==> config.mk <==
export PLATFORM = sky130hd
export DESIGN_NAME = ext_mem_bus_timing
export DESIGN_NICKNAME = d
export VERILOG_FILES = /design/src/hdl/ext_mem_pkg.sv /design/src/hdl/phase_if.sv /design/src/hdl/ext_mem_bus_timing.sv /design/src/hdl/phase_timer.sv
export VERILOG_INCLUDE_DIRS = /design/src /design/src/hdl
export SDC_FILE = /design/constraint.sdc
export NUM_CORES = 1
export LEC_CHECK = 0
export BUFFER_PORTS_ARGS = -buffer_cell sky130_fd_sc_hd__buf_2
export CAP_MARGIN = 40
export CORE_MARGIN = 4
export CORE_UTILIZATION = 55
export CTS_CLUSTER_DIAMETER = 200
export DETAILED_ROUTE_END_ITERATION = 16
export GPL_TIMING_DRIVEN = 0
export HOLD_SLACK_MARGIN = 0.03
export PLACE_DENSITY_LB_ADDON = 0.12
export SLEW_MARGIN = 10
export SYNTH_ARGS = -nofsm -noshare
export SYNTH_HDL_FRONTEND = slang
export SYNTH_HIERARCHICAL = 1
export SYNTH_SLANG_ARGS = --single-unit
==> constraint.sdc <==
create_clock -name sys_clk -period 7.9 [get_ports sys_clk]
set_clock_uncertainty 0.15 [all_clocks]
set_input_delay 0.395 -clock sys_clk [delete_from_list [all_inputs] [get_ports sys_clk]]
set_output_delay 0.395 -clock sys_clk [all_outputs]
set_load 0.02 [all_outputs]
==> src/hdl/ext_mem_defs.svh <==
// constants for the external memory timing block: register address, fields, resets
// assumes inclusion by bare name from the design files
`ifndef EXT_MEM_DEFS_SVH
`define EXT_MEM_DEFS_SVH
`define TC_SFR_ADDR 8'hAA
`define TC_SFR_PAGE 8'h0F
`define TC_SETUP_HI 7
`define TC_SETUP_LO 6
`define TC_WIDTH_HI 5
`define TC_WIDTH_LO 2
`define TC_HOLD_HI 1
`define TC_HOLD_LO 0
`define TC_RESET 8'hFF
`define EXTERNAL_DATA_MOVE_BASE_CYCLES 4
`endif

==> src/hdl/ext_mem_pkg.sv <==
// types shared by the external memory timing block
// no assumptions beyond a SystemVerilog compiler
package ext_mem_pkg;
   typedef enum logic [2:0] {
      PH_IDLE, PH_ALE_HI, PH_ALE_LO, PH_SETUP, PH_STROBE, PH_HOLD, PH_TAIL
   } phase_t;
endpackage

==> src/hdl/phase_if.sv <==
// carries the phase counter load and expiry between timer and sequencer
// assumes both ends share sys_clk
`timescale 1ns/1ps
interface phase_if;
   logic load;
   logic [3:0] count;
   logic done;
   modport seq (output load, output count, input done);
   modport tmr (input load, input count, output done);
endinterface

==> src/hdl/ext_mem_bus_timing.sv <==
// external data memory timing generator on a multiplexed address/data bus
// assumes an sfr bus on sys_clk and a cpu request held until done pulses
`timescale 1ns/1ps
`include "ext_mem_defs.svh"
// What this block does
// - bits 7:6 of the timing register add 0 to 3 cycles of address setup before the strobe.
// - bits 5:2 set read and write strobe width to the field plus one cycles.
// - bits 1:0 keep address and control valid 0 to 3 cycles after the strobe.
// - the timing register sits at sfr address 0xAA on sfr page 0x0F.
// - the latch strobe is held high, then low, for 1 to 4 cycles each.
// - write data is on the bus 1 to 19 cycles before the write strobe ends.
// - write data stays driven 0 to 3 cycles after the write strobe, per the hold setting.
// - the multiplexed sequence applies for 8-bit and 16-bit moves in modes 001, 010 and 011.
// - 8-bit moves in modes 001 and 011 leave the upper address byte undriven.
// - after reset setup and hold take their maximum values.
// - a two-bit latch field sets latch high and low widths to its value plus one.
// - each access lasts four cycles plus setup, strobe, hold and latch cycles.
// - the low address byte is on the bus while the latch strobe is high and then low, data after.
module ext_mem_bus_timing
   import ext_mem_pkg::*;
(
   // clock and reset
   input wire logic sys_clk,
   input wire logic rst_n,
   // sfr access
   input wire logic [7:0] sfr_addr,
   input wire logic [7:0] sfr_page,
   input wire logic sfr_wr,
   input wire logic [7:0] sfr_wdata,
   output logic [7:0] sfr_rdata,
   output logic sfr_hit,
   // configuration
   input wire logic [2:0] mode_sel,
   input wire logic [1:0] ale_width_sel,
   // cpu move request
   input wire logic req,
   input wire logic req_write,
   input wire logic req_ptr16,
   input wire logic [15:0] req_addr,
   input wire logic [7:0] req_wdata,
   output logic busy,
   output logic done,
   output logic [7:0] rd_data,
   // external pins
   output logic ale,
   output logic rd_n,
   output logic wr_n,
   output logic [7:0] ad_out,
   output logic ad_oe,
   input wire logic [7:0] ad_in,
   output logic [7:0] addr_hi,
   output logic addr_hi_oe
);
   phase_if ph ();
   phase_t state_reg, state_next;
   logic [7:0] tc_reg;
   logic [7:0] ad_sync1_reg, ad_sync2_reg;
   logic [15:0] addr_reg;
   logic [7:0] wdata_reg;
   logic write_reg, hi_drive_reg;
   logic cap1_reg, cap2_reg;

   // one timer serves every phase, so two phases can never overlap
   phase_timer u_timer (
      .sys_clk(sys_clk),
      .rst_n(rst_n),
      .ph(ph)
   );

   wire tc_sel = (sfr_addr == `TC_SFR_ADDR) && (sfr_page == `TC_SFR_PAGE);
   wire [1:0] setup_f = tc_reg[`TC_SETUP_HI:`TC_SETUP_LO];
   wire [3:0] width_f = tc_reg[`TC_WIDTH_HI:`TC_WIDTH_LO];
   wire [1:0] hold_f = tc_reg[`TC_HOLD_HI:`TC_HOLD_LO];
   wire mux_mode = (mode_sel == 3'h1) || (mode_sel == 3'h2) || (mode_sel == 3'h3);
   // in modes 001/011 an 8-bit move leaves the upper byte to the port latches
   wire hi_drive_next = req_ptr16 || (mode_sel == 3'h2);
   wire start = (state_reg == PH_IDLE) && req && mux_mode;
   wire in_strobe = (state_reg == PH_STROBE);

   assign sfr_hit = tc_sel;
   assign sfr_rdata = tc_sel ? tc_reg : 8'h00;
   assign busy = (state_reg != PH_IDLE);
   // done marks the last tail cycle; the cpu drops req there to avoid a restart
   assign done = (state_reg == PH_TAIL) && ph.done;

   // next state and the count loaded for it; each phase lasts count+1 cycles
   always_comb begin
      state_next = state_reg;
      ph.load = 1'b0;
      ph.count = 4'h0;
      case (state_reg)
         PH_IDLE: if (start) begin
            state_next = PH_ALE_HI;
            ph.load = 1'b1;
            ph.count = {2'b00, ale_width_sel};
         end
         PH_ALE_HI: if (ph.done) begin
            state_next = PH_ALE_LO;
            ph.load = 1'b1;
            ph.count = {2'b00, ale_width_sel};
         end
         PH_ALE_LO: if (ph.done) begin
            state_next = (setup_f == 2'h0) ? PH_STROBE : PH_SETUP;
            ph.load = 1'b1;
            ph.count = (setup_f == 2'h0) ? width_f : {2'b00, setup_f - 2'h1};
         end
         PH_SETUP: if (ph.done) begin
            state_next = PH_STROBE;
            ph.load = 1'b1;
            ph.count = width_f;
         end
         PH_STROBE: if (ph.done) begin
            state_next = (hold_f == 2'h0) ? PH_TAIL : PH_HOLD;
            ph.load = 1'b1;
            // the fixed overhead cycles close the access in the tail phase
            ph.count = (hold_f == 2'h0) ? 4'(`EXTERNAL_DATA_MOVE_BASE_CYCLES - 1)
                                        : {2'b00, hold_f - 2'h1};
         end
         PH_HOLD: if (ph.done) begin
            state_next = PH_TAIL;
            ph.load = 1'b1;
            ph.count = 4'(`EXTERNAL_DATA_MOVE_BASE_CYCLES - 1);
         end
         PH_TAIL: if (ph.done) begin
            state_next = PH_IDLE;
         end
         default: state_next = PH_IDLE;
      endcase
   end

   always_ff @(posedge sys_clk or negedge rst_n) begin
      if (!rst_n) begin
         state_reg <= PH_IDLE;
      end else begin
         state_reg <= state_next;
      end
   end

   // a write during an access changes the phases of that access still to come
   always_ff @(posedge sys_clk or negedge rst_n) begin
      if (!rst_n) begin
         tc_reg <= `TC_RESET;
      end else if (sfr_wr && tc_sel) begin
         tc_reg <= sfr_wdata;
      end
   end

   // the request is latched once so the cpu may change its fields mid-access
   always_ff @(posedge sys_clk or negedge rst_n) begin
      if (!rst_n) begin
         addr_reg <= 16'h0000;
         wdata_reg <= 8'h00;
         write_reg <= 1'b0;
         hi_drive_reg <= 1'b0;
      end else if (start) begin
         addr_reg <= req_addr;
         wdata_reg <= req_wdata;
         write_reg <= req_write;
         hi_drive_reg <= hi_drive_next;
      end
   end

   // bus pins are asynchronous to sys_clk, so two stages precede the capture
   always_ff @(posedge sys_clk or negedge rst_n) begin
      if (!rst_n) begin
         ad_sync1_reg <= 8'h00;
         ad_sync2_reg <= 8'h00;
      end else begin
         ad_sync1_reg <= ad_in;
         ad_sync2_reg <= ad_sync1_reg;
      end
   end

   // the bus byte sampled on the edge that ends the strobe leaves the second
   // stage two edges later, so the capture flag is delayed to match
   wire cap_now = in_strobe && ph.done && !write_reg;
   always_ff @(posedge sys_clk or negedge rst_n) begin
      if (!rst_n) begin
         cap1_reg <= 1'b0;
         cap2_reg <= 1'b0;
         rd_data <= 8'h00;
      end else begin
         cap1_reg <= cap_now;
         cap2_reg <= cap1_reg;
         if (cap2_reg) begin
            rd_data <= ad_sync2_reg;
         end
      end
   end

   // pins are decoded from the next state so they change on the edge that
   // enters each phase; at the start edge the request itself gives the address
   wire [15:0] addr_cur = start ? req_addr : addr_reg;
   wire hi_drive_cur = start ? hi_drive_next : hi_drive_reg;
   wire addr_phase = (state_next == PH_ALE_HI) || (state_next == PH_ALE_LO);
   wire data_phase = (state_next == PH_SETUP) || (state_next == PH_STROBE)
                     || (state_next == PH_HOLD);
   wire [7:0] ad_next = addr_phase ? addr_cur[7:0] : (data_phase ? wdata_reg : 8'h00);
   wire ad_oe_next = addr_phase || (data_phase && write_reg);

   always_ff @(posedge sys_clk or negedge rst_n) begin
      if (!rst_n) begin
         ale <= 1'b0;
         rd_n <= 1'b1;
         wr_n <= 1'b1;
         ad_out <= 8'h00;
         ad_oe <= 1'b0;
         addr_hi <= 8'h00;
         addr_hi_oe <= 1'b0;
      end else begin
         ale <= (state_next == PH_ALE_HI);
         rd_n <= !((state_next == PH_STROBE) && !write_reg && state_reg != PH_IDLE);
         wr_n <= !((state_next == PH_STROBE) && write_reg && state_reg != PH_IDLE);
         ad_out <= ad_next;
         ad_oe <= ad_oe_next;
         addr_hi <= addr_cur[15:8];
         addr_hi_oe <= hi_drive_cur && (addr_phase || data_phase);
      end
   end
endmodule

==> src/hdl/phase_timer.sv <==
// down counter timing one phase of an external access
// assumes load is a one-cycle pulse from the sequencer on the same clock
`timescale 1ns/1ps
module phase_timer (
   // clock and reset
   input wire logic sys_clk,
   input wire logic rst_n,
   // sequencer side
   phase_if.tmr ph
);
   logic [3:0] cnt_reg;
   logic busy_reg;
   // done pulses when the loaded count of cycles has elapsed
   assign ph.done = busy_reg && (cnt_reg == 4'h0);
   always_ff @(posedge sys_clk or negedge rst_n) begin
      if (!rst_n) begin
         cnt_reg <= 4'h0;
         busy_reg <= 1'b0;
      end else if (ph.load) begin
         cnt_reg <= ph.count;
         busy_reg <= 1'b1;
      end else if (ph.done) begin
         busy_reg <= 1'b0;
      end else if (busy_reg) begin
         cnt_reg <= cnt_reg - 4'h1;
      end
   end
endmodule

[Word-level counts from Yosys, hierarchy flattened]
Index checks and enable logic that the tools add are counted.
Storage, ports and cells
  bits in registers: 89
  output and inout bits: 40
Operators by class
  reduce and logical (&&, ||, !) cells: 34
  eq/ne operators: 17
  multiplexer cells: 32
  $add $sub $neg: 3
Operators with widths (count)
  $mux W3: 8
  $mux W4: 6
  $mux W8: 3
  $pmux W4 S6: 1
  $pmux W3 S7: 1
  $eq A3 B2 Y1 const B: 6
  $mux W16: 1
  $eq A3 B3 Y1 const B: 5
  $logic_and A1 B1 Y1: 14
  $mux W2: 6
  $eq A3 B1 Y1 const B: 3
  $eq A8 B4 Y1 const B: 1
  $eq A8 B8 Y1 const B: 1
  $logic_or A1 B1 Y1: 8
  $mux W1: 5
  $reduce_or A5 Y1: 1
  $logic_not A2 Y1: 2
  $logic_not A4 Y1: 1
  $reduce_bool A2 Y1: 2
  $sub A2 B1 Y2 const B: 2
  $sub A4 B1 Y4 const B: 1
  $logic_not A1 Y1: 3
  $logic_not A3 Y1: 1
  $reduce_bool A3 Y1: 1
  other kinds (3): 3

[Logic depth before layout (Yosys ltp)]
  depth after elaboration: 11
  depth in mapped cells: 11
  depth with buffers taken out: 10

[Modules after synthesis]
The synthesis kept the hierarchy.
Modules (own cells, without submodules)
  ext_mem_bus_timing: cells each 275, sequential area each 1914.3 sq um, times used 1, area each 3200.6 sq um
  phase_timer: cells each 35, sequential area each 125.1 sq um, times used 1, area each 304.0 sq um

[Worst setup path before layout]
No wires, ideal clock.
  path type: reg-to-reg
  start: register state_reg[1]
  end: register u_timer.cnt_reg[3]
  required time: 7610 ps
  setup slack: 5283 ps
  arrival: 2327 ps
  clock period less this slack: 2617 ps
  cell stages (with the launch flop): 11
  path through: dfrtp_1 > buf_6 > or3_1 > buf_2 > or3_1 > buf_6 > clkbuf_1 > a22oi_1 > inv_1 > nand2_1 > o211ai_1
Between the ends
  cells in the longest elaborated chain, start to end: 7
  elaborated cells between the ends (all ways): 16
  classes of those cells: 6 x eq/ne; 4 x mux; 6 x reduce/logical
Ends and longest elaborated chain
  start, declared: line ext_mem_bus_timing.sv:55  | phase_t state_reg, state_next;
  start signal, assigned: line ext_mem_bus_timing.sv:135  | state_reg <= state_next;
  $logic_not A3 Y1: line ext_mem_bus_timing.sv:77, ext_mem_bus_timing.sv:91
  $logic_and A1 B1 Y1 (2 in a row): line ext_mem_bus_timing.sv:77  | wire start = (state_reg == PH_IDLE) && req && mux_mode;
  $mux W1: line ext_mem_bus_timing.sv:92  | PH_IDLE: if (start) begin
  $pmux W1 S2 (*): line ext_mem_bus_timing.sv:91  | case (state_reg)
  via ph.load: line phase_if.sv:5  | logic load;
  $ne A2 B2 Y1 (no source line) / $reduce_bool A2 Y1 (equally long branches)
  $reduce_and A2 Y1 (no source line)
  end signal, assigned: line phase_timer.sv:20  | cnt_reg <= ph.count;
  end signal, assigned: line phase_timer.sv:25  | cnt_reg <= cnt_reg - 4'h1;
  end, declared: line phase_timer.sv:11  | logic [3:0] cnt_reg;
Mark *: on every way through the listed nets, which the timed path passes. The rest lies on a longest branch.
A chain may end at the register's enable or synchronous reset.

[Worst setup path in the final report]
  start: register u_timer.cnt_reg[0]
  end: register u_timer.cnt_reg[3]
Between the ends
  cells in the longest elaborated chain, start to end: 6
  elaborated cells between the ends (all ways): 14
  classes of those cells: 1 x add/sub; 1 x eq/ne; 8 x mux; 4 x reduce/logical
Ends and longest elaborated chain
  $logic_not A4 Y1 (*): line phase_timer.sv:14  | assign ph.done = busy_reg && (cnt_reg == 4'h0);
  $logic_and A1 B1 Y1 (*): line phase_timer.sv:14
  via ph.done: line phase_if.sv:7  | logic done;
  $mux W1 (*)
  $pmux W1 S2 (*): line ext_mem_bus_timing.sv:91
  via ph.load: line phase_if.sv:5
  $ne A2 B2 Y1 (no source line) / $reduce_bool A2 Y1 (equally long branches)
  $reduce_and A2 Y1 (no source line)
Mark *: on every way through the listed nets, which the timed path passes. The rest lies on a longest branch. The select of a mux whose other input is x is not followed.

==> results.tsv <==
stage	metric	value	unit
yosys	synth_edf_count	0	
critical_path	r2r_setup_slack	4.80	ns
yosys	async_reset_ff_share	100	%
critical_path	critPathCaptureType	flop	
drt	drtIter0Drc	115	
layout	diodes	0	
critical_path	path_max_fanout	10	
drt	via_per_inst	5.25	
pwr	power.leakage	2.33	nW
pwr	finalPower	1.29	mW
layout	area_growth	27.0	%
drt	wirelength	7560	um
yosys	synth_cells	310	
yosys	synth-xor-area-share	0	%
layout	fill_cells	454	
worst_hold_path	holdPathEnd	addr_hi[4]	
clock_network	numCtsBuffers	9	
drt	dr_total_vias	2715	
yosys	ys_ff_latch	81	
critical_path	required	7.96	ns
floorplanning	die_x	87.8	um
clock_network	ctsResizeCount	0	
clock_network	cts_max_level	3	
clock_network	cts_tree	done	
yosys	yosysUniqueCellTypes	50	
timing	grt_setup_unrepaired	false	
critical_path	start_kind	flop	
yosys	synthMuxAreaShare	5.14	%
timing	worstMarginPinSlew	0.776	ns
critical_path	max_stage_delay	0.42	ns
layout	final_nets	507	
timing	layout_setup_ws	4.80	ns
critical_path	crit_chain	inv_1, ha_1, or3b_1, buf_6, nor2_1, clkbuf_1, nand2_1, a22oi_1, inv_1, nand2_1, o211ai_1	
timing	fin_crit_sh	39.2	%
placed_design	pre_cts_ws	4.82	ns
floorplanning	num_rows	28	
critical_path	critPathTopFamily	simple AND/OR/NAND/NOR gates	
run	cap_violations	0	
timing	period_minus_slack	3.10	ns
placed_design	portBuffers	106	
yosys	synth_ff_type	dfrtp_1	
timing	tns	0	ns
yosys	netlist_area	0.00350	mm2
yosys	yosys_warnings	6	
drt	firstDrtPassIters	5	
clock_network	clock_sinks	81	
floorplanning	io_pins	107	
grt	antenna_found_initial	0	
drt	wl_per_cell	14.6	um
yosys	synth_simple_gate_area_share	17.6	%
clock_network	cts_buffer_depth	2	
floorplanning	dieArea	0.00771	mm2
critical_path	path_class	reg2reg	
timing	final_hold_viol_count	0	
grt	grt_pass1_wl	12400	um
floorplanning	design.core.area	0.00606	mm2
grt	grtUsageTotal	20.7	%
timing	maxSlewViolCount	0	
pwr	ir_worst_vdd	0.177	mV
outcome	status	finished, final reports clean	
timing	finalSetupViolCount	0	
drt	detail-route-antenna-nets	0	
worst_hold_path	hp-start	req_addr[12]	
drt	drc	0	
yosys	synth-seq-area-share	58.2	%
critical_path	critical_path_buf_inv_count	4	
grt	grt_max_degree	53	
grt	grt_pass1_vias	2745	
layout	drive_above_1_share	40.0	%
pwr	p_per_area	291	mW/mm2
critical_path	r2r_start	u_timer/cnt_reg[0]	
grt	grt-ovfl-total	0	
timing	fmax	323	MHz
layout	multi_input_area	0.00128	mm2
worst_hold_path	hp-class	in2reg	
clock_network	root_buffer	clkbuf_8	
placed_design	gp_congestion	0.805	
floorplanning	die_y	87.8	um
yosys	synth_nets	380	
critical_path	critPathSlowestCell	a22oi_1	
floorplanning	start_util	57.8	%
yosys	synth-compound-area-share	12.9	%
placed_design	dp_hpwl	5440	um
layout	final_cell_area	0.00445	mm2
critical_path	ff2ff_path_depth	11	
yosys	synth.avg_cell_area	11.3	um2
critical_path	worstReg2RegEnd	u_timer/cnt_reg[3]	
timing	max_slew_margin	48.3	%
clock_network	path_clk_slew	0.09	ns
yosys	synth_top_family_by_area	simple AND/OR/NAND/NOR gates	
critical_path	worstPathArrival	3.16	ns
worst_hold_path	holdPathStages	3	
layout	seq_area	0.00204	mm2
placed_design	dpl-instance-area	0.00416	mm2
clock_network	worstSkewPairLatency	0.34	ns
yosys	synthAdderAreaFrac	1.07	%
metal layers:
metal / global-route usage (%) / vias up / share of wire, %
met2: 35.4 / 102 / 50
li1: - / 1310 / -
met1: 25.9 / 1291 / 41
met5: 0 / - / 0
met3: 4.89 / 12 / 7.6
met4: 6.69 / 0 / 1.4
what timing repair did:
| item | 4_1_cts | 5_1_grt |
|---|---|---|
| buffers inserted | 0 | 0 |
| endpoints found under the setup margin | 0 | 0 |
| hold buffers | 9 | 0 |
| endpoints found under the hold margin | 29 | 0 |
power by group:
group / leakage [nW] / total, mW / internal [mW] / switching (mW)
Sequential: 0.997 / 0.564 / 0.514 / 0.0494
Combinational: 1.23 / 0.427 / 0.193 / 0.234
Clock: 0.0966 / 0.305 / 0.149 / 0.156
Total: 2.33 / 1.29 / 0.855 / 0.439
synth_stat cells (2+ instances only):
master | count | area share, %
dfstp_2 | 10 | 7.5
mux2_2 | 16 | 5.1
nand2_1 | 64 | 6.9
clkbuf_1 | 10 | 1.1
inv_1 | 9 | 0.96
buf_2 | 3 | 0.43
a21oi_1 | 8 | 1.1
nand2b_1 | 5 | 0.89
buf_4 | 8 | 1.7
nor2b_1 | 2 | 0.36
buf_6 | 3 | 0.96
or3_1 | 3 | 0.54
a21o_1 | 9 | 1.9
nor2_1 | 9 | 0.96
nand3_1 | 2 | 0.29
ha_1 | 3 | 1.1
a31oi_1 | 2 | 0.36
dfrtp_1 | 71 | 51
o21bai_1 | 2 | 0.43
o21a_1 | 3 | 0.64
o211ai_1 | 2 | 0.43
nand4bb_1 | 2 | 0.64
and2_1 | 18 | 3.2
o32a_1 | 2 | 0.57
a211o_1 | 3 | 0.75
or3b_1 | 2 | 0.50
o21ai_0 | 7 | 1.0
a22oi_1 | 2 | 0.43
nor3_1 | 2 | 0.29
a221o_2 | 8 | 2.6
through the flow:
step | hold slack (ns) | utilization (%) | instances
3_5_place_dp | 0.185 | 68.6 | 492
3_3_place_gp | 0.181 | 68.1 | 491
6_report | 0.0863 | 73.4 | 517
2_1_floorplan | -0.0506 | - | 310
4_1_cts | 0.0715 | 73.4 | 517
5_1_grt | 0.0876 | 73.4 | 517
worst register-to-register path, stage by stage (launching register included):
cell      delay (ns)
dfrtp_1         0.40
inv_1           0.13
ha_1            0.17
or3b_1          0.37
buf_6           0.15
nor2_1          0.34
clkbuf_1        0.38
nand2_1         0.10
a22oi_1         0.42
inv_1           0.20
nand2_1         0.10
o211ai_1        0.08
area by class of cell:
| cell class | instances | share of cell area [%] |
|---|---|---|
| well taps | 75 | 2.11 |
| flip-flops and latches | 81 | 45.8 |
| clock buffers | 9 | 2.78 |
| plain buffers | 24 | 3.29 |
| repair buffers | 116 | 14.6 |
| multi-input cells | 196 | 28.9 |
| inverters | 9 | 0.759 |
| clock inverters | 7 | 1.72 |
placed cells by master (no fill, tap or decap), drive strengths merged, types with 2 or more instances in the layout:
| cell type | synthesis | routed |
|---|---|---|
| mux2 | 16 | 16 |
| o21bai | 2 | 2 |
| buf | 14 | 121 |
| dfstp | 10 | 10 |
| dfrtp | 71 | 71 |
| a21o | 9 | 9 |
| nand4bb | 2 | 2 |
| or3 | 3 | 3 |
| a211o | 3 | 3 |
| o21a | 3 | 3 |
| a22oi | 2 | 2 |
| and2 | 18 | 18 |
| nand3 | 2 | 2 |
| ha | 3 | 3 |
| o211ai | 2 | 2 |
| nor3 | 2 | 2 |
| o32a | 2 | 2 |
| clkbuf | 10 | 19 |
| nand2 | 65 | 65 |
| inv | 9 | 12 |
| a21oi | 8 | 8 |
| o21ai | 8 | 8 |
| a31oi | 2 | 2 |
| or3b | 3 | 3 |
| dlygate4sd3 | 0 | 9 |
| nor2b | 2 | 2 |
| a221o | 8 | 8 |
| nand2b | 5 | 5 |
| nor2 | 9 | 9 |
| clkinvlp | 0 | 2 |
how the worst max path moves through the flow:
stage / start / endpoint / slack (ns) / depth (start not counted)
floorplan: state_reg[1] / u_timer/cnt_reg[3] / 5.28 / 10
global placement: u_timer/cnt_reg[0] / u_timer/cnt_reg[0] / 4.89 / 11
detailed placement: u_timer/cnt_reg[0] / u_timer/cnt_reg[3] / 4.82 / 11
CTS: u_timer/cnt_reg[0] / u_timer/cnt_reg[3] / 4.78 / 11
global route: u_timer/cnt_reg[0] / u_timer/cnt_reg[3] / 4.49 / 11
finish: u_timer/cnt_reg[0] / u_timer/cnt_reg[3] / 4.80 / 11
kinds of logic (layout without fill, tap and decap cells):
group,Yosys count,after routing
mux,16,16
simple gates,120,120
flops,81,81
buf+inv,33,165
compound gates,57,57
fa+ha+maj,3,3
No activity file was read; power rests on OpenSTA's default activity.
